--- src/inc/fsdsr_pkg.sv ---
// constants for the fieldbus slave diagnostic and status register group
// Function
// - user diag write forwarded high priority
// - user diag word mirrored at 1307
// - error status word mirrored at 1308
// - general error suspends cyclic, sends diag
// - stop to run clears all but 3,4,12,13
// - general error is OR bit1, 8..13
// - bit1 set in stop, cleared in run
// - bit2 follows diagnostics status flag
// - bit3 hardware fault, bit4 address store corrupt
// - bit5 consistency error, bit6 setting error
// - bit8 watchdog timeout, bit9 acyclic error
// - bit10 bad config, bit11 bad parameters
// - bit12 station address invalid or above 126
// - bit13 lock cleared in exchange or locked
// - fixed read-only module identification word
// - master address reads 00ff when unrecognized
// - group bits 0..7, zero means none
// - acyclic bit0 while extended service enabled
// - acyclic bit2 tracks switch word bit0
// - class-1 general bit8 from 9,10,alarm,delay
// - class-2 general bit12 from 13,14,15,delay
// - class-2 transport bit15 on failure or delay
// - acyclic error aborts service, reports master
// - lock flag set by forbid command
package fsdsr_pkg;
  localparam logic [11:0] IDX_COMM   = 12'h019;
  localparam logic [11:0] IDX_USER   = 12'h01c;
  localparam logic [11:0] IDX_ERR    = 12'h01d;
  localparam logic [11:0] IDX_ID     = 12'h01e;
  localparam logic [11:0] IDX_MADDR  = 12'h021;
  localparam logic [11:0] IDX_GROUP  = 12'h022;
  localparam logic [11:0] IDX_ACYC   = 12'h023;
  localparam logic [11:0] IDX_SWITCH = 12'h513;
  localparam logic [11:0] IDX_MIRU   = 12'h51b;
  localparam logic [11:0] IDX_MIRE   = 12'h51c;
  localparam int          ADDR_W     = 16;
  localparam logic [15:0] MADDR_NONE = 16'h00ff;
  localparam logic [7:0]  ADDR_MAX   = 8'h7e;
  localparam logic [15:0] ERR_KEEP   = 16'h3018;
  localparam logic [15:0] ERR_STICKY = 16'h3f78;
  localparam logic [15:0] ERR_GEN    = 16'h3f02;
  localparam int          B_GEN      = 0;
  localparam int          B_STOP     = 1;
  localparam int          B_DIAG     = 2;
  localparam int          B_ACYC     = 9;
  localparam int          B_LOCK     = 8;
  localparam logic [15:0] RST_ZERO   = 16'h0000;
  localparam logic [1:0]  RESP_OKAY  = 2'h0;
  localparam logic [1:0]  RESP_SLV   = 2'h2;
endpackage

--- src/design/fsdsr_regs.sv ---
// fieldbus slave diagnostic and status register group with axi4-lite slave
`timescale 1ns/1ns
`default_nettype none
module fsdsr_regs #(
  parameter logic [15:0] MODULE_ID = 16'h0a5a  // arbitrary value
) (
  // clock and reset
  input  wire logic                         aclk,
  input  wire logic                         aresetn,
  // axi4-lite write address
  input  wire logic [fsdsr_pkg::ADDR_W-1:0] awaddr,
  input  wire logic [2:0]                   awprot,
  input  wire logic                         awvalid,
  output var  logic                         awready,
  // axi4-lite write data
  input  wire logic [31:0]                  wdata,
  input  wire logic [3:0]                   wstrb,
  input  wire logic                         wvalid,
  output var  logic                         wready,
  // axi4-lite write response
  output var  logic [1:0]                   bresp,
  output var  logic                         bvalid,
  input  wire logic                         bready,
  // axi4-lite read address
  input  wire logic [fsdsr_pkg::ADDR_W-1:0] araddr,
  input  wire logic [2:0]                   arprot,
  input  wire logic                         arvalid,
  output var  logic                         arready,
  // axi4-lite read data
  output var  logic [31:0]                  rdata,
  output var  logic [1:0]                   rresp,
  output var  logic                         rvalid,
  input  wire logic                         rready,
  // host controller and link status
  input  wire logic                         plc_run,
  input  wire logic                         diag_flag,
  input  wire logic                         data_exchange,
  input  wire logic                         lock_access_dis,
  input  wire logic                         lock_forbid_cmd,
  // fault events
  input  wire logic                         hw_fault,
  input  wire logic                         addr_store_bad,
  input  wire logic                         consistency_err,
  input  wire logic                         setting_err,
  input  wire logic                         wdog_timeout,
  input  wire logic                         cfg_err,
  input  wire logic                         prm_err,
  input  wire logic                         addr_req,
  input  wire logic [7:0]                   addr_req_val,
  input  wire logic                         addr_req_inval,
  // acyclic service state and events
  input  wire logic                         ext_acyc_en,
  input  wire logic                         c1_read_err,
  input  wire logic                         c1_write_err,
  input  wire logic                         alarm_err,
  input  wire logic                         c1_delay_err,
  input  wire logic                         c2_read_err,
  input  wire logic                         c2_write_err,
  input  wire logic                         c2_transport_err,
  input  wire logic                         c2_delay_err,
  // master station information
  input  wire logic                         master_known,
  input  wire logic [7:0]                   master_addr,
  input  wire logic [7:0]                   group_bits,
  // diagnostics towards the bus master
  output var  logic                         diag_hp_req,
  output var  logic [15:0]                  diag_user_word,
  output var  logic [15:0]                  diag_err_word,
  output var  logic                         cyclic_suspend,
  output var  logic                         acyc_abort,
  output var  logic                         addr_lock
);

  // register index from a byte address, or all ones off the word grid
  function automatic logic [11:0] idx_of(input logic [fsdsr_pkg::ADDR_W-1:0] a);
    idx_of = (a[1:0] == 2'h0) ? a[13:2] : 12'hfff;
    if (a[fsdsr_pkg::ADDR_W-1:14] != 2'h0)
    begin
      idx_of = 12'hfff;
    end
  endfunction

  // true when an index names a register of this group
  function automatic logic is_mapped(input logic [11:0] i);
    is_mapped = (i == fsdsr_pkg::IDX_COMM) || (i == fsdsr_pkg::IDX_USER) ||
                (i == fsdsr_pkg::IDX_ERR) || (i == fsdsr_pkg::IDX_ID) ||
                (i == fsdsr_pkg::IDX_MADDR) || (i == fsdsr_pkg::IDX_GROUP) ||
                (i == fsdsr_pkg::IDX_ACYC) || (i == fsdsr_pkg::IDX_SWITCH) ||
                (i == fsdsr_pkg::IDX_MIRU) || (i == fsdsr_pkg::IDX_MIRE);
  endfunction

  // write path holding registers, run edge delay, switch bit and acyclic status
  logic        aw_ok;
  logic        w_ok;
  logic [11:0] aw_idx;
  logic [15:0] w_val;
  logic [15:0] w_mask;
  logic        run_q;
  logic        alarm_sw;
  logic [15:0] acyc_st;

  wire wr_en     = aw_ok & w_ok & ~bvalid;
  wire wr_user   = wr_en & ((aw_idx == fsdsr_pkg::IDX_USER) | (aw_idx == fsdsr_pkg::IDX_MIRU));
  wire wr_err    = wr_en & ((aw_idx == fsdsr_pkg::IDX_ERR) | (aw_idx == fsdsr_pkg::IDX_MIRE));
  wire wr_comm   = wr_en & (aw_idx == fsdsr_pkg::IDX_COMM);
  wire wr_switch = wr_en & (aw_idx == fsdsr_pkg::IDX_SWITCH);
  wire [15:0] user_merged = (diag_user_word & ~w_mask) | (w_val & w_mask);
  wire [15:0] err_merged  = (diag_err_word & ~w_mask) | (w_val & w_mask);

  // lock flag: forbid command sets, host write of zero clears unless lock_access_dis is high
  wire lock_clr_try = wr_comm & w_mask[fsdsr_pkg::B_LOCK] & ~w_val[fsdsr_pkg::B_LOCK] & addr_lock;
  wire lock_clr     = lock_clr_try & ~lock_access_dis;
  wire next_lock    = lock_forbid_cmd | (addr_lock & ~lock_clr);
  wire lock_bad     = lock_clr_try & (data_exchange | lock_access_dis);

  // station address request check
  wire addr_bad = addr_req & (addr_req_inval | (addr_req_val > fsdsr_pkg::ADDR_MAX));

  // acyclic service error bookkeeping
  wire [15:0] acyc_ev = {c2_transport_err | c2_delay_err,
                         c2_write_err, c2_read_err, c2_delay_err, 1'b0,
                         c1_write_err, c1_read_err, alarm_err | c1_delay_err, 8'h00};
  wire acyc_any_ev = |acyc_ev;
  wire acyc_clr    = wr_err & w_mask[fsdsr_pkg::B_ACYC] & ~w_val[fsdsr_pkg::B_ACYC];
  wire [15:0] next_acyc_st = (acyc_clr ? fsdsr_pkg::RST_ZERO : acyc_st) | acyc_ev;
  wire [15:0] acyc_word = {next_acyc_st[15:13] & 3'h7, next_acyc_st[15:12] != 4'h0,
                           1'b0, acyc_st[10:9],
                           acyc_st[10:8] != 3'h0,
                           5'h00, alarm_sw,
                           1'b0, ext_acyc_en};

  // error status events, one bit each
  wire [15:0] err_ev = {2'h0, lock_bad, addr_bad, prm_err, cfg_err,
                        acyc_any_ev, wdog_timeout,
                        1'b0, setting_err, consistency_err,
                        addr_store_bad, hw_fault,
                        3'h0};
  wire run_rise = plc_run & ~run_q;

  // host write, then stop-to-run clear, then events win over both
  wire [15:0] err_wr    = wr_err ? err_merged : diag_err_word;
  wire [15:0] err_run   = run_rise ? (err_wr & fsdsr_pkg::ERR_KEEP) : err_wr;
  wire [15:0] err_stick = (err_run | err_ev) & fsdsr_pkg::ERR_STICKY;
  wire [15:0] err_lvl   = err_stick | {13'h0, diag_flag, ~plc_run, 1'b0};
  wire        next_gen  = |(err_lvl & fsdsr_pkg::ERR_GEN);
  wire [15:0] next_err  = err_lvl | {15'h0, next_gen};

  // read selection
  wire [11:0] ar_idx = idx_of(araddr);
  wire [15:0] maddr_word = master_known ? {8'h00, master_addr} : fsdsr_pkg::MADDR_NONE;
  wire [15:0] comm_word  = {7'h00, addr_lock, 5'h00, diag_flag, 2'h0};
  wire [15:0] rd_val =
    (ar_idx == fsdsr_pkg::IDX_COMM)   ? comm_word :
    (ar_idx == fsdsr_pkg::IDX_USER)   ? diag_user_word :
    (ar_idx == fsdsr_pkg::IDX_MIRU)   ? diag_user_word :
    (ar_idx == fsdsr_pkg::IDX_ERR)    ? diag_err_word :
    (ar_idx == fsdsr_pkg::IDX_MIRE)   ? diag_err_word :
    (ar_idx == fsdsr_pkg::IDX_ID)     ? MODULE_ID :
    (ar_idx == fsdsr_pkg::IDX_MADDR)  ? maddr_word :
    (ar_idx == fsdsr_pkg::IDX_GROUP)  ? {8'h00, group_bits} :
    (ar_idx == fsdsr_pkg::IDX_ACYC)   ? acyc_word :
    (ar_idx == fsdsr_pkg::IDX_SWITCH) ? {15'h0, alarm_sw} :
    fsdsr_pkg::RST_ZERO;

  // write address and data, taken in either order
  always_ff @(posedge aclk)
  begin
    if (!aresetn)
    begin
      awready <= 1'b1;
      wready  <= 1'b1;
      aw_ok   <= 1'b0;
      w_ok    <= 1'b0;
      aw_idx  <= 12'h000;
      w_val   <= fsdsr_pkg::RST_ZERO;
      w_mask  <= fsdsr_pkg::RST_ZERO;
    end
    else
    begin
      if (awvalid && awready)
      begin
        awready <= 1'b0;
        aw_ok   <= 1'b1;
        aw_idx  <= idx_of(awaddr);
      end
      else if (wr_en)
      begin
        aw_ok <= 1'b0;
      end
      else if (bvalid && bready)
      begin
        awready <= 1'b1;
      end
      if (wvalid && wready)
      begin
        wready <= 1'b0;
        w_ok   <= 1'b1;
        w_val  <= wdata[15:0];
        w_mask <= {{8{wstrb[1]}}, {8{wstrb[0]}}};
      end
      else if (wr_en)
      begin
        w_ok <= 1'b0;
      end
      else if (bvalid && bready)
      begin
        wready <= 1'b1;
      end
    end
  end

  // write response
  always_ff @(posedge aclk)
  begin
    if (!aresetn)
    begin
      bvalid <= 1'b0;
      bresp  <= fsdsr_pkg::RESP_OKAY;
    end
    else if (wr_en)
    begin
      bvalid <= 1'b1;
      bresp  <= is_mapped(aw_idx) ? fsdsr_pkg::RESP_OKAY : fsdsr_pkg::RESP_SLV;
    end
    else if (bready)
    begin
      bvalid <= 1'b0;
    end
  end

  // read channel
  always_ff @(posedge aclk)
  begin
    if (!aresetn)
    begin
      arready <= 1'b1;
      rvalid  <= 1'b0;
      rdata   <= 32'h0000_0000;
      rresp   <= fsdsr_pkg::RESP_OKAY;
    end
    else if (arvalid && arready)
    begin
      arready <= 1'b0;
      rvalid  <= 1'b1;
      rdata   <= {16'h0000, rd_val};
      rresp   <= is_mapped(ar_idx) ? fsdsr_pkg::RESP_OKAY : fsdsr_pkg::RESP_SLV;
    end
    else if (rvalid && rready)
    begin
      arready <= 1'b1;
      rvalid  <= 1'b0;
    end
  end

  // user diagnostic word and its forwarding request
  always_ff @(posedge aclk)
  begin
    if (!aresetn)
    begin
      diag_user_word <= fsdsr_pkg::RST_ZERO;
      diag_hp_req    <= 1'b0;
    end
    else
    begin
      diag_hp_req <= wr_user;
      if (wr_user)
      begin
        diag_user_word <= user_merged;
      end
    end
  end

  // error status, general error, suspension of cyclic exchange
  always_ff @(posedge aclk)
  begin
    if (!aresetn)
    begin
      diag_err_word  <= fsdsr_pkg::RST_ZERO;
      cyclic_suspend <= 1'b0;
      run_q          <= 1'b0;
    end
    else
    begin
      diag_err_word  <= next_err;
      cyclic_suspend <= next_gen;
      run_q          <= plc_run;
    end
  end

  // acyclic status, switch bit and address lock
  always_ff @(posedge aclk)
  begin
    if (!aresetn)
    begin
      acyc_st    <= fsdsr_pkg::RST_ZERO;
      acyc_abort <= 1'b0;
      alarm_sw   <= 1'b0;
      addr_lock  <= 1'b0;
    end
    else
    begin
      acyc_st    <= next_acyc_st;
      acyc_abort <= acyc_any_ev;
      addr_lock  <= next_lock;
      if (wr_switch && w_mask[0])
      begin
        alarm_sw <= w_val[0];
      end
    end
  end
endmodule
`default_nettype wire

--- config.mk ---
export PLATFORM = sky130hd
export DESIGN_NAME = fsdsr_regs
export DESIGN_NICKNAME = d
export VERILOG_FILES = /design/src/inc/fsdsr_pkg.sv /design/src/design/fsdsr_regs.sv
export SDC_FILE = /design/constraint.sdc
export NUM_CORES = 1
export LEC_CHECK = 0
export BUFFER_PORTS_ARGS = -buffer_cell sky130_fd_sc_hd__buf_4
export CAP_MARGIN = 20
export CORE_AREA = 5 5 102 104
export CTS_BUF_LIST = sky130_fd_sc_hd__clkbuf_8
export CTS_CLUSTER_SIZE = 30
export DETAILED_ROUTE_END_ITERATION = 10
export DIE_AREA = 0 0 107 109
export GPL_TIMING_DRIVEN = 0
export PLACE_DENSITY = 0.84
export SLEW_MARGIN = 20
export SYNTH_ARGS = -nofsm -noshare
export SYNTH_HDL_FRONTEND = slang
export SYNTH_SLANG_ARGS = --single-unit
--- constraint.sdc ---
create_clock -name aclk -period 2.3 [get_ports aclk]
set_clock_uncertainty 0.05 [all_clocks]
set_input_delay 0.345 -clock aclk [delete_from_list [all_inputs] [get_ports aclk]]
set_output_delay 0.345 -clock aclk [all_outputs]
set_load 0.005 [all_outputs]
* After elaboration in Yosys (flattened, before gate mapping)
Index checks and enable logic that the tools add are counted.
** Cells by class
- Order comparisons :: 1
- Eq/ne operators :: 22
- Muxes and demuxes :: 33
- Bitwise operators :: 40
- Reductions and logical operators :: 40
** Operator list (number)
- $mux W16 :: 10
- $eq A12 B5 Y1 const B :: 8
- $eq A12 B11 Y1 const B :: 6
- $eq A12 B6 Y1 const B :: 6
- $mux W12 :: 5
- $and A16 B16 Y16 :: 2
- $or A16 B16 Y16 :: 2
- $or A14 B14 Y14 :: 2
- $logic_or A1 B1 Y1 :: 18
- $and A1 B1 Y1 :: 16
- $not A16 Y16 :: 1
- $reduce_bool A2 Y1 :: 8
- $and A14 B14 Y14 :: 1
- $mux W1 :: 14
- $mux W14 :: 1
- $or A14 B1 Y14 :: 1
- $or A14 B3 Y14 :: 1
- $reduce_or A7 Y1 :: 2
- $gt A8 B7 Y1 const B :: 1
- $mux W8 :: 1
- $not A1 Y1 :: 7
- $or A1 B1 Y1 :: 7
- $logic_and A1 B1 Y1 :: 6
- $logic_not A2 Y1 :: 2
- 5 further kinds :: 8
** Word-level totals
- Flip-flop bits (word level) :: 116
- Input port bits :: 129
- Output and inout port bits :: 77
- Logic and storage cells :: 158

* Longest topological paths before layout
Gate-level depths: netlist of run 1.
- Depth after elaboration :: 17
- Depth in mapped cells :: 8
- Mapped depth without buffers :: 6

* Worst setup path before layout of run 1
OpenSTA, ideal clock, no wires.
- Path type :: in2reg
- From :: input araddr[15] in the netlist's numbering
- To :: register rdata[11]
- Library setup time :: 115 ps
- Data arrival time :: 1804 ps
- Required time :: 2135 ps
- Slack :: 332 ps
- Stages on the path :: 7
- Path buffers :: 1
- Cell sequence :: nor4_4 > nand2_2 > or3_4 > and3_4 > buf_6 > nor3b_1 > o21a_1
** On the way
- Cells in the longest elaborated chain, start to end :: 11
- Elaborated cells on any way between the ends :: 18
- Those cells by class :: 8 x eq/ne; 9 x mux; 1 x reduce/logical
** RTL lines
- from (decl) :: RTL line fsdsr_regs.sv:25 : input wire logic [fsdsr_pkg::ADDR_W-1:0] araddr,
- $reduce_bool A2 Y1 * :: RTL line fsdsr_regs.sv:77 : if (a[fsdsr_pkg::ADDR_W-1:14] != 2'h0)
- $mux W12 * :: RTL line fsdsr_regs.sv:77
- $eq A12 B6 Y1 :: RTL line fsdsr_regs.sv:160 : (ar_idx == fsdsr_pkg::IDX_GROUP) ? {8'h00, group_bits} :
- $mux W16 :: RTL line fsdsr_regs.sv:160
- $mux W16 :: RTL line fsdsr_regs.sv:159 : (ar_idx == fsdsr_pkg::IDX_MADDR) ? maddr_word :
- $mux W16 :: RTL line fsdsr_regs.sv:158 : (ar_idx == fsdsr_pkg::IDX_ID) ? MODULE_ID :
- $mux W16 :: RTL line fsdsr_regs.sv:157 : (ar_idx == fsdsr_pkg::IDX_MIRE) ? diag_err_word :
- $mux W16 :: RTL line fsdsr_regs.sv:156 : (ar_idx == fsdsr_pkg::IDX_ERR) ? diag_err_word :
- $mux W16 :: RTL line fsdsr_regs.sv:155 : (ar_idx == fsdsr_pkg::IDX_MIRU) ? diag_user_word :
- $mux W16 :: RTL line fsdsr_regs.sv:154 : (ar_idx == fsdsr_pkg::IDX_USER) ? diag_user_word :
- $mux W16 * :: RTL line fsdsr_regs.sv:153 : (ar_idx == fsdsr_pkg::IDX_COMM) ? comm_word :
- to (signal assigned) :: RTL line fsdsr_regs.sv:245 : rdata <= {16'h0000, rd_val};
- to (decl) :: RTL line fsdsr_regs.sv:30 : output var logic [31:0] rdata,
Every way passes the cells marked *; elsewhere a longest branch is shown, timed or not.
A chain may end at the register's enable or synchronous reset.

==> flow_summary.toml, run 1 <==
[outcome]
outcome = "complete, but fails checks"
violations = "negative setup slack"

[cells_and_area]
drive_above_1_share_pct = 33.0
final_common_cell = "buf_4"
nNetsFinal = 849
areaGrowthSynthToFinish_pct = 38.1
utilization_pct = 65.5
final_cell_mix = "187 x buf_4, 95 x dfxtp_1, 75 x nand2_1"
antennaDiodeCount = 0

[grt]
grt_max_degree = 18
antenna_found_initial = 0
grt-ovfl-total = 0
grt_pass1_vias = 4345
grt_pass1_wl_mm = 21.7
grt_use_total_pct = 23.7

[clock_tree]
cts_root_buffer = "clkbuf_8"
cts.path.max_buffers = 2
clock_sinks = 96
clkTransAtPathRegs_ns = 0.10
tritoncts = "done"
hold_buffers = 0
clkLatencyLatePin_ns = 0.38
htreeDepth = 3
cts_buffers = 9

[job]
cap_violations = 0

[detailed_routing]
wl_mm = 14.5
via_count = 4701
ant_nets = 0
post_drt_wl_per_cell_um = 17.3
drt_iter0_drc = 298
first_pass_iters = 5
drc = 0
vias_per_cell = 5.60

[synthesis]
yosys_warnings = 0
ys.flop_type = "dfxtp_1"
synth_cell_types = 59
syn_area_mm2 = 0.00449
ys_async_sr_fraction_pct = 0
yosys_register_bits = 96
synth_largest_area_cell = "dfxtp_1"
synth_area_leaders = "dfxtp_1 43%, nand2_1 6.3%, a21oi_1 6.0%"
netlist_instances = 527
synth-edff-count = 0
yosys.area.top_type_share_pct = 42.8
seq_area_frac_synth_pct = 42.8
syn_area_per_cell_um2 = 8.52

[power_and_ir_drop]
total_power_w = 0.00373
irDropWorstVdd_mv = 0.328
leakagePower_nw = 2.61
p_per_area_mw_per_mm2 = 601

[timing]
setup_viol = 13
setup_tns_ns = -0.207
post-route-period-util_pct = 102
fin_ws_ns = -0.0574
min_period_ns = 2.36
hold_violations = 0
clock.fmax_mhz = 424
drv_slew = 0
worst_pin_slew_ns = 0.785
max-slew-margin-rel_pct = 47.2

[die]
num_rows = 36
ios = 206
die_h_um = 109
die-area_mm2 = 0.0117
core_area_mm2 = 0.00946
start_util_pct = 47.5
chipWidth_um = 107

[setup_path]
crit_type = "flop to flop"
endpoint_kind = "flop"
critPathMaxFanout = 8
worst_ep_arrival_time_ns = 2.56
cp-start-kind = "flop"
worstPathRequired_ns = 2.50

[placement]
gp_congestion = 0.914
hpwl_mm = 11.4
port_buffers = 159

[min_path]
worstHoldPathType = "primary input to flop"
[critical path, cell delays in order, from the launching register on]
cell      delay, ns
dfxtp_1        0.44
nor4bb_1       0.50
nand4b_1       0.21
a21oi_1        0.33
and3_1         0.21
buf_4          0.18
mux2i_1        0.24
nor2_1         0.06
[final cells by class]
class,instances,area [µm²]
repair buffers,162,1220
plain buffers,50,293
inverters,9,33.8
flip-flops and latches,96,1920
well taps,114,143
multi-input cells,392,2340
clock inverters,7,126
clock buffers,9,124
fillers,800,3260
[cells by family after synthesis]
| group | synth area share (%) |
|---|---|
| buf+inv | 7.27 |
| mux | 4.91 |
| other cells | 0.0835 |
| compound gates | 20.9 |
| simple gates | 23.9 |
| xor+xnor | 0.195 |
| flops | 42.8 |
[what timing repair did]
action	CTS	global route
endpoints found under the setup margin	0	9
gates resized for setup	0	6
setup buffers	0	3
[power breakdown]
part           internal (W)  total, W  switching (W)
Sequential          0.00174   0.00183      0.0000862
Clock              0.000737   0.00138       0.000639
Combinational      0.000286  0.000525       0.000239
[through the flow]
stage	setup slack [ns]	instances	hold WS (ns)	instance area, µm²
CTS	0.0295	836	0.0994	6150
detailed placement	0.00341	820	0.410	5900
floorplan	0.332	547	0.367	4560
global placement	0.0475	820	0.396	5900
finish	-0.0574	839	0.0994	6200
global route	-0.120	839	0.0956	6200
[worst paths after layout]
kind,from,endpoint,slack (ns),depth (start not counted)
setup / recovery,aw_idx[10]$_SDFFE_PN0P_,flop,-0.06,7
setup reg to reg,aw_idx[10]$_SDFFE_PN0P_,flop,-0.06,7
hold reg to reg,w_val[0]$_SDFFE_PN0P_,alarm_sw$_SDFFE_PN0P_,0.42,2
hold / removal,plc_run,diag_err_word[1]$_SDFF_PN0_,0.1,2
[routing by layer]
| layer | vias to the layer above | track usage (%) | routed length [µm] |
|---|---|---|---|
| li1 | 2240 | - | - |
| met1 | 2218 | 30.3 | 6080 |
| met2 | 214 | 39.3 | 6920 |
| met3 | 29 | 5.39 | 1210 |
| met4 | 0 | 8.95 | 314 |
| met5 | - | 0 | 0 |
[cell usage after synthesis (all sizes together) (3+ instances only)]
cell    instances
a21oi          54
o221a          12
nand2b          5
o211ai          6
nand3          13
and3            4
o21a            8
nor3            4
or4             5
nand4b          3
and3b           3
nor2           43
buf            29
a211oi          6
nor4b           3
o21ai          32
a21o            3
inv             9
nand2          76
a31oi           6
nor3b           6
nand4           6
and2            8
nor2b           4
clkbuf         21
a21boi          3
nor4           10
dfxtp          96
a22oi           6
mux2i          22
Power figures use the tool's default switching activity.
==> run 2, diff against run 1 <==
--- a/config.mk
+++ b/config.mk
@@ -14,6 +14,7 @@
 export DIE_AREA = 0 0 107 109
 export GPL_TIMING_DRIVEN = 0
 export PLACE_DENSITY = 0.84
+export SETUP_SLACK_MARGIN = 0.4
 export SLEW_MARGIN = 20
 export SYNTH_ARGS = -nofsm -noshare
 export SYNTH_HDL_FRONTEND = slang
==> flow_summary.toml, run 2 (synthesis gave the netlist of run 1 again) <==
[clock_tree]
clkTransAtPathRegs_ns = 0.10
clkLatencyLatePin_ns = 0.36
cts.path.max_buffers = 2
hold_buffers = 0
cts_root_buffer = "clkbuf_8"
clock_sinks = 96
htreeDepth = 3
tritoncts = "done"
cts_buffers = 9

[timing]
setup_tns_ns = 0
hold_violations = 0
worst_pin_slew_ns = 0.832
max-slew-margin-rel_pct = 44.1
min_period_ns = 2.05
clock.fmax_mhz = 487
post-route-period-util_pct = 89.2
drv_slew = 0
rsz0062_at_grt = "yes"
setup_viol = 0

[die]
die_h_um = 109
die-area_mm2 = 0.0117
ios = 206
core_area_mm2 = 0.00946
start_util_pct = 47.5
num_rows = 36
chipWidth_um = 107

[setup_path]
endpoint_kind = "flop"
worst_ep_arrival_time_ns = 2.27
critPathMaxFanout = 6
path_buf_inv = 1
crit_path_max_incr_delay_ns = 0.39
crit_type = "flop to flop"
crit_path_start = "aw_idx[6]$_SDFFE_PN0P_"
slowest_stage = "or3_4"
path_delay_family = "simple AND/OR/NAND/NOR gates"
cp-start-kind = "flop"
worstPathRequired_ns = 2.52
cp.depth = 7
rr_worst_depth = 7
path_cells = "nor4b_4 -> o2111ai_2 -> or3_4 -> buf_8 -> a211oi_4 -> o21ai_1 -> a21o_1"
timing.rr.start = "aw_idx[6]$_SDFFE_PN0P_"

[placement]
place_inst = 820
port_buffers = 159
hpwl_mm = 11.5
gp_congestion = 0.907

[power_and_ir_drop]
p_per_area_mw_per_mm2 = 552
leakagePower_nw = 2.70
irDropWorstVdd_mv = 0.332

[cells_and_area]
areaGrowthSynthToFinish_pct = 43.0
final_common_cell = "buf_4"
nNetsFinal = 861
final-instance-count-excl-fill = 851
final_cell_mix = "195 x buf_4, 87 x dfxtp_1, 73 x nand2_1"
antennaDiodeCount = 0
drive_above_1_share_pct = 38.5

[min_path]
hp-start = "plc_run"
worstHoldPathType = "primary input to flop"
whs_path_depth = 2

[detailed_routing]
via_count = 4810
drc = 0
wl_mm = 15.2
drt_iter0_drc = 366
post_drt_wl_per_cell_um = 17.8
ant_nets = 0
vias_per_cell = 5.65
first_pass_iters = 6

[grt]
grt_use_total_pct = 24.7
grt-ovfl-total = 0
grt_pass1_wl_mm = 23.0
grt_max_degree = 17
antenna_found_initial = 0
grt_pass1_vias = 4590

[outcome]
outcome = "finished, final reports clean"

[job]
cap_violations = 0
[run 2: cell type report]
class                           count  area, µm²
Inverter                            9       33.8
Fill cell                         752       3040
Clock inverter                      6       67.6
Sequential cell                    96       1940
Buffer                             50        315
Clock buffer                       10        138
Multi-Input combinational cell    392       2460
Tap cell                          114        143
Timing Repair Buffer              174       1320
[run 2: per-layer routing]
| metal | vias to the layer above | wire, µm | track usage [%] |
|---|---|---|---|
| li1 | 2263 | - | - |
| met1 | 2231 | 5990 | 31.0 |
| met2 | 270 | 7220 | 42.0 |
| met3 | 46 | 1540 | 5.86 |
| met4 | 0 | 408 | 8.40 |
| met5 | - | 0 | 0 |
[run 2: what timing repair did]
item | CTS | global route
resized for setup | 30 | 31
buffers inserted | 4 | 11
pin swaps | 9 | 13
endpoints found under the setup margin | 40 | 43
[run 2: power by group]
group | total, W | internal [W] | switching [W]
Clock | 0.00115 | 0.000536 | 0.000613
Combinational | 0.000564 | 0.000307 | 0.000257
Sequential | 0.00183 | 0.00174 | 0.0000896
[run 2: worst register-to-register path, stage by stage, from the launching register on]
cell and delay (ns):
dfxtp_2 0.36, nor4b_4 0.31, o2111ai_2 0.20, or3_4 0.39
buf_8 0.15, a211oi_4 0.26, o21ai_1 0.08, a21o_1 0.15
[run 2: final timing paths]
kind | endpoint | slack [ns]
setup / recovery | rdata[15]$_SDFFE_PN0P_ | 0.25
hold / removal | diag_err_word[1]$_SDFF_PN0_ | 0.13
setup reg to reg | rdata[15]$_SDFFE_PN0P_ | 0.25
hold reg to reg | w_val[1]$_SDFFE_PN0P_ | 0.42
[run 2: metrics by stage]
step	power (W)	hold WS, ns	util [%]	cell area (µm²)	setup WS [ns]
3_3_place_gp	0.00236	0.397	62.5	5910	0.0381
3_5_place_dp	0.00237	0.404	62.5	5910	-0.0208
2_1_floorplan	0.00209	0.367	-	4580	0.362
6_report	0.00355	0.131	67.9	6420	0.248
5_1_grt	0.00369	0.115	67.9	6420	0.154
4_1_cts	0.00350	0.123	66.1	6250	0.243
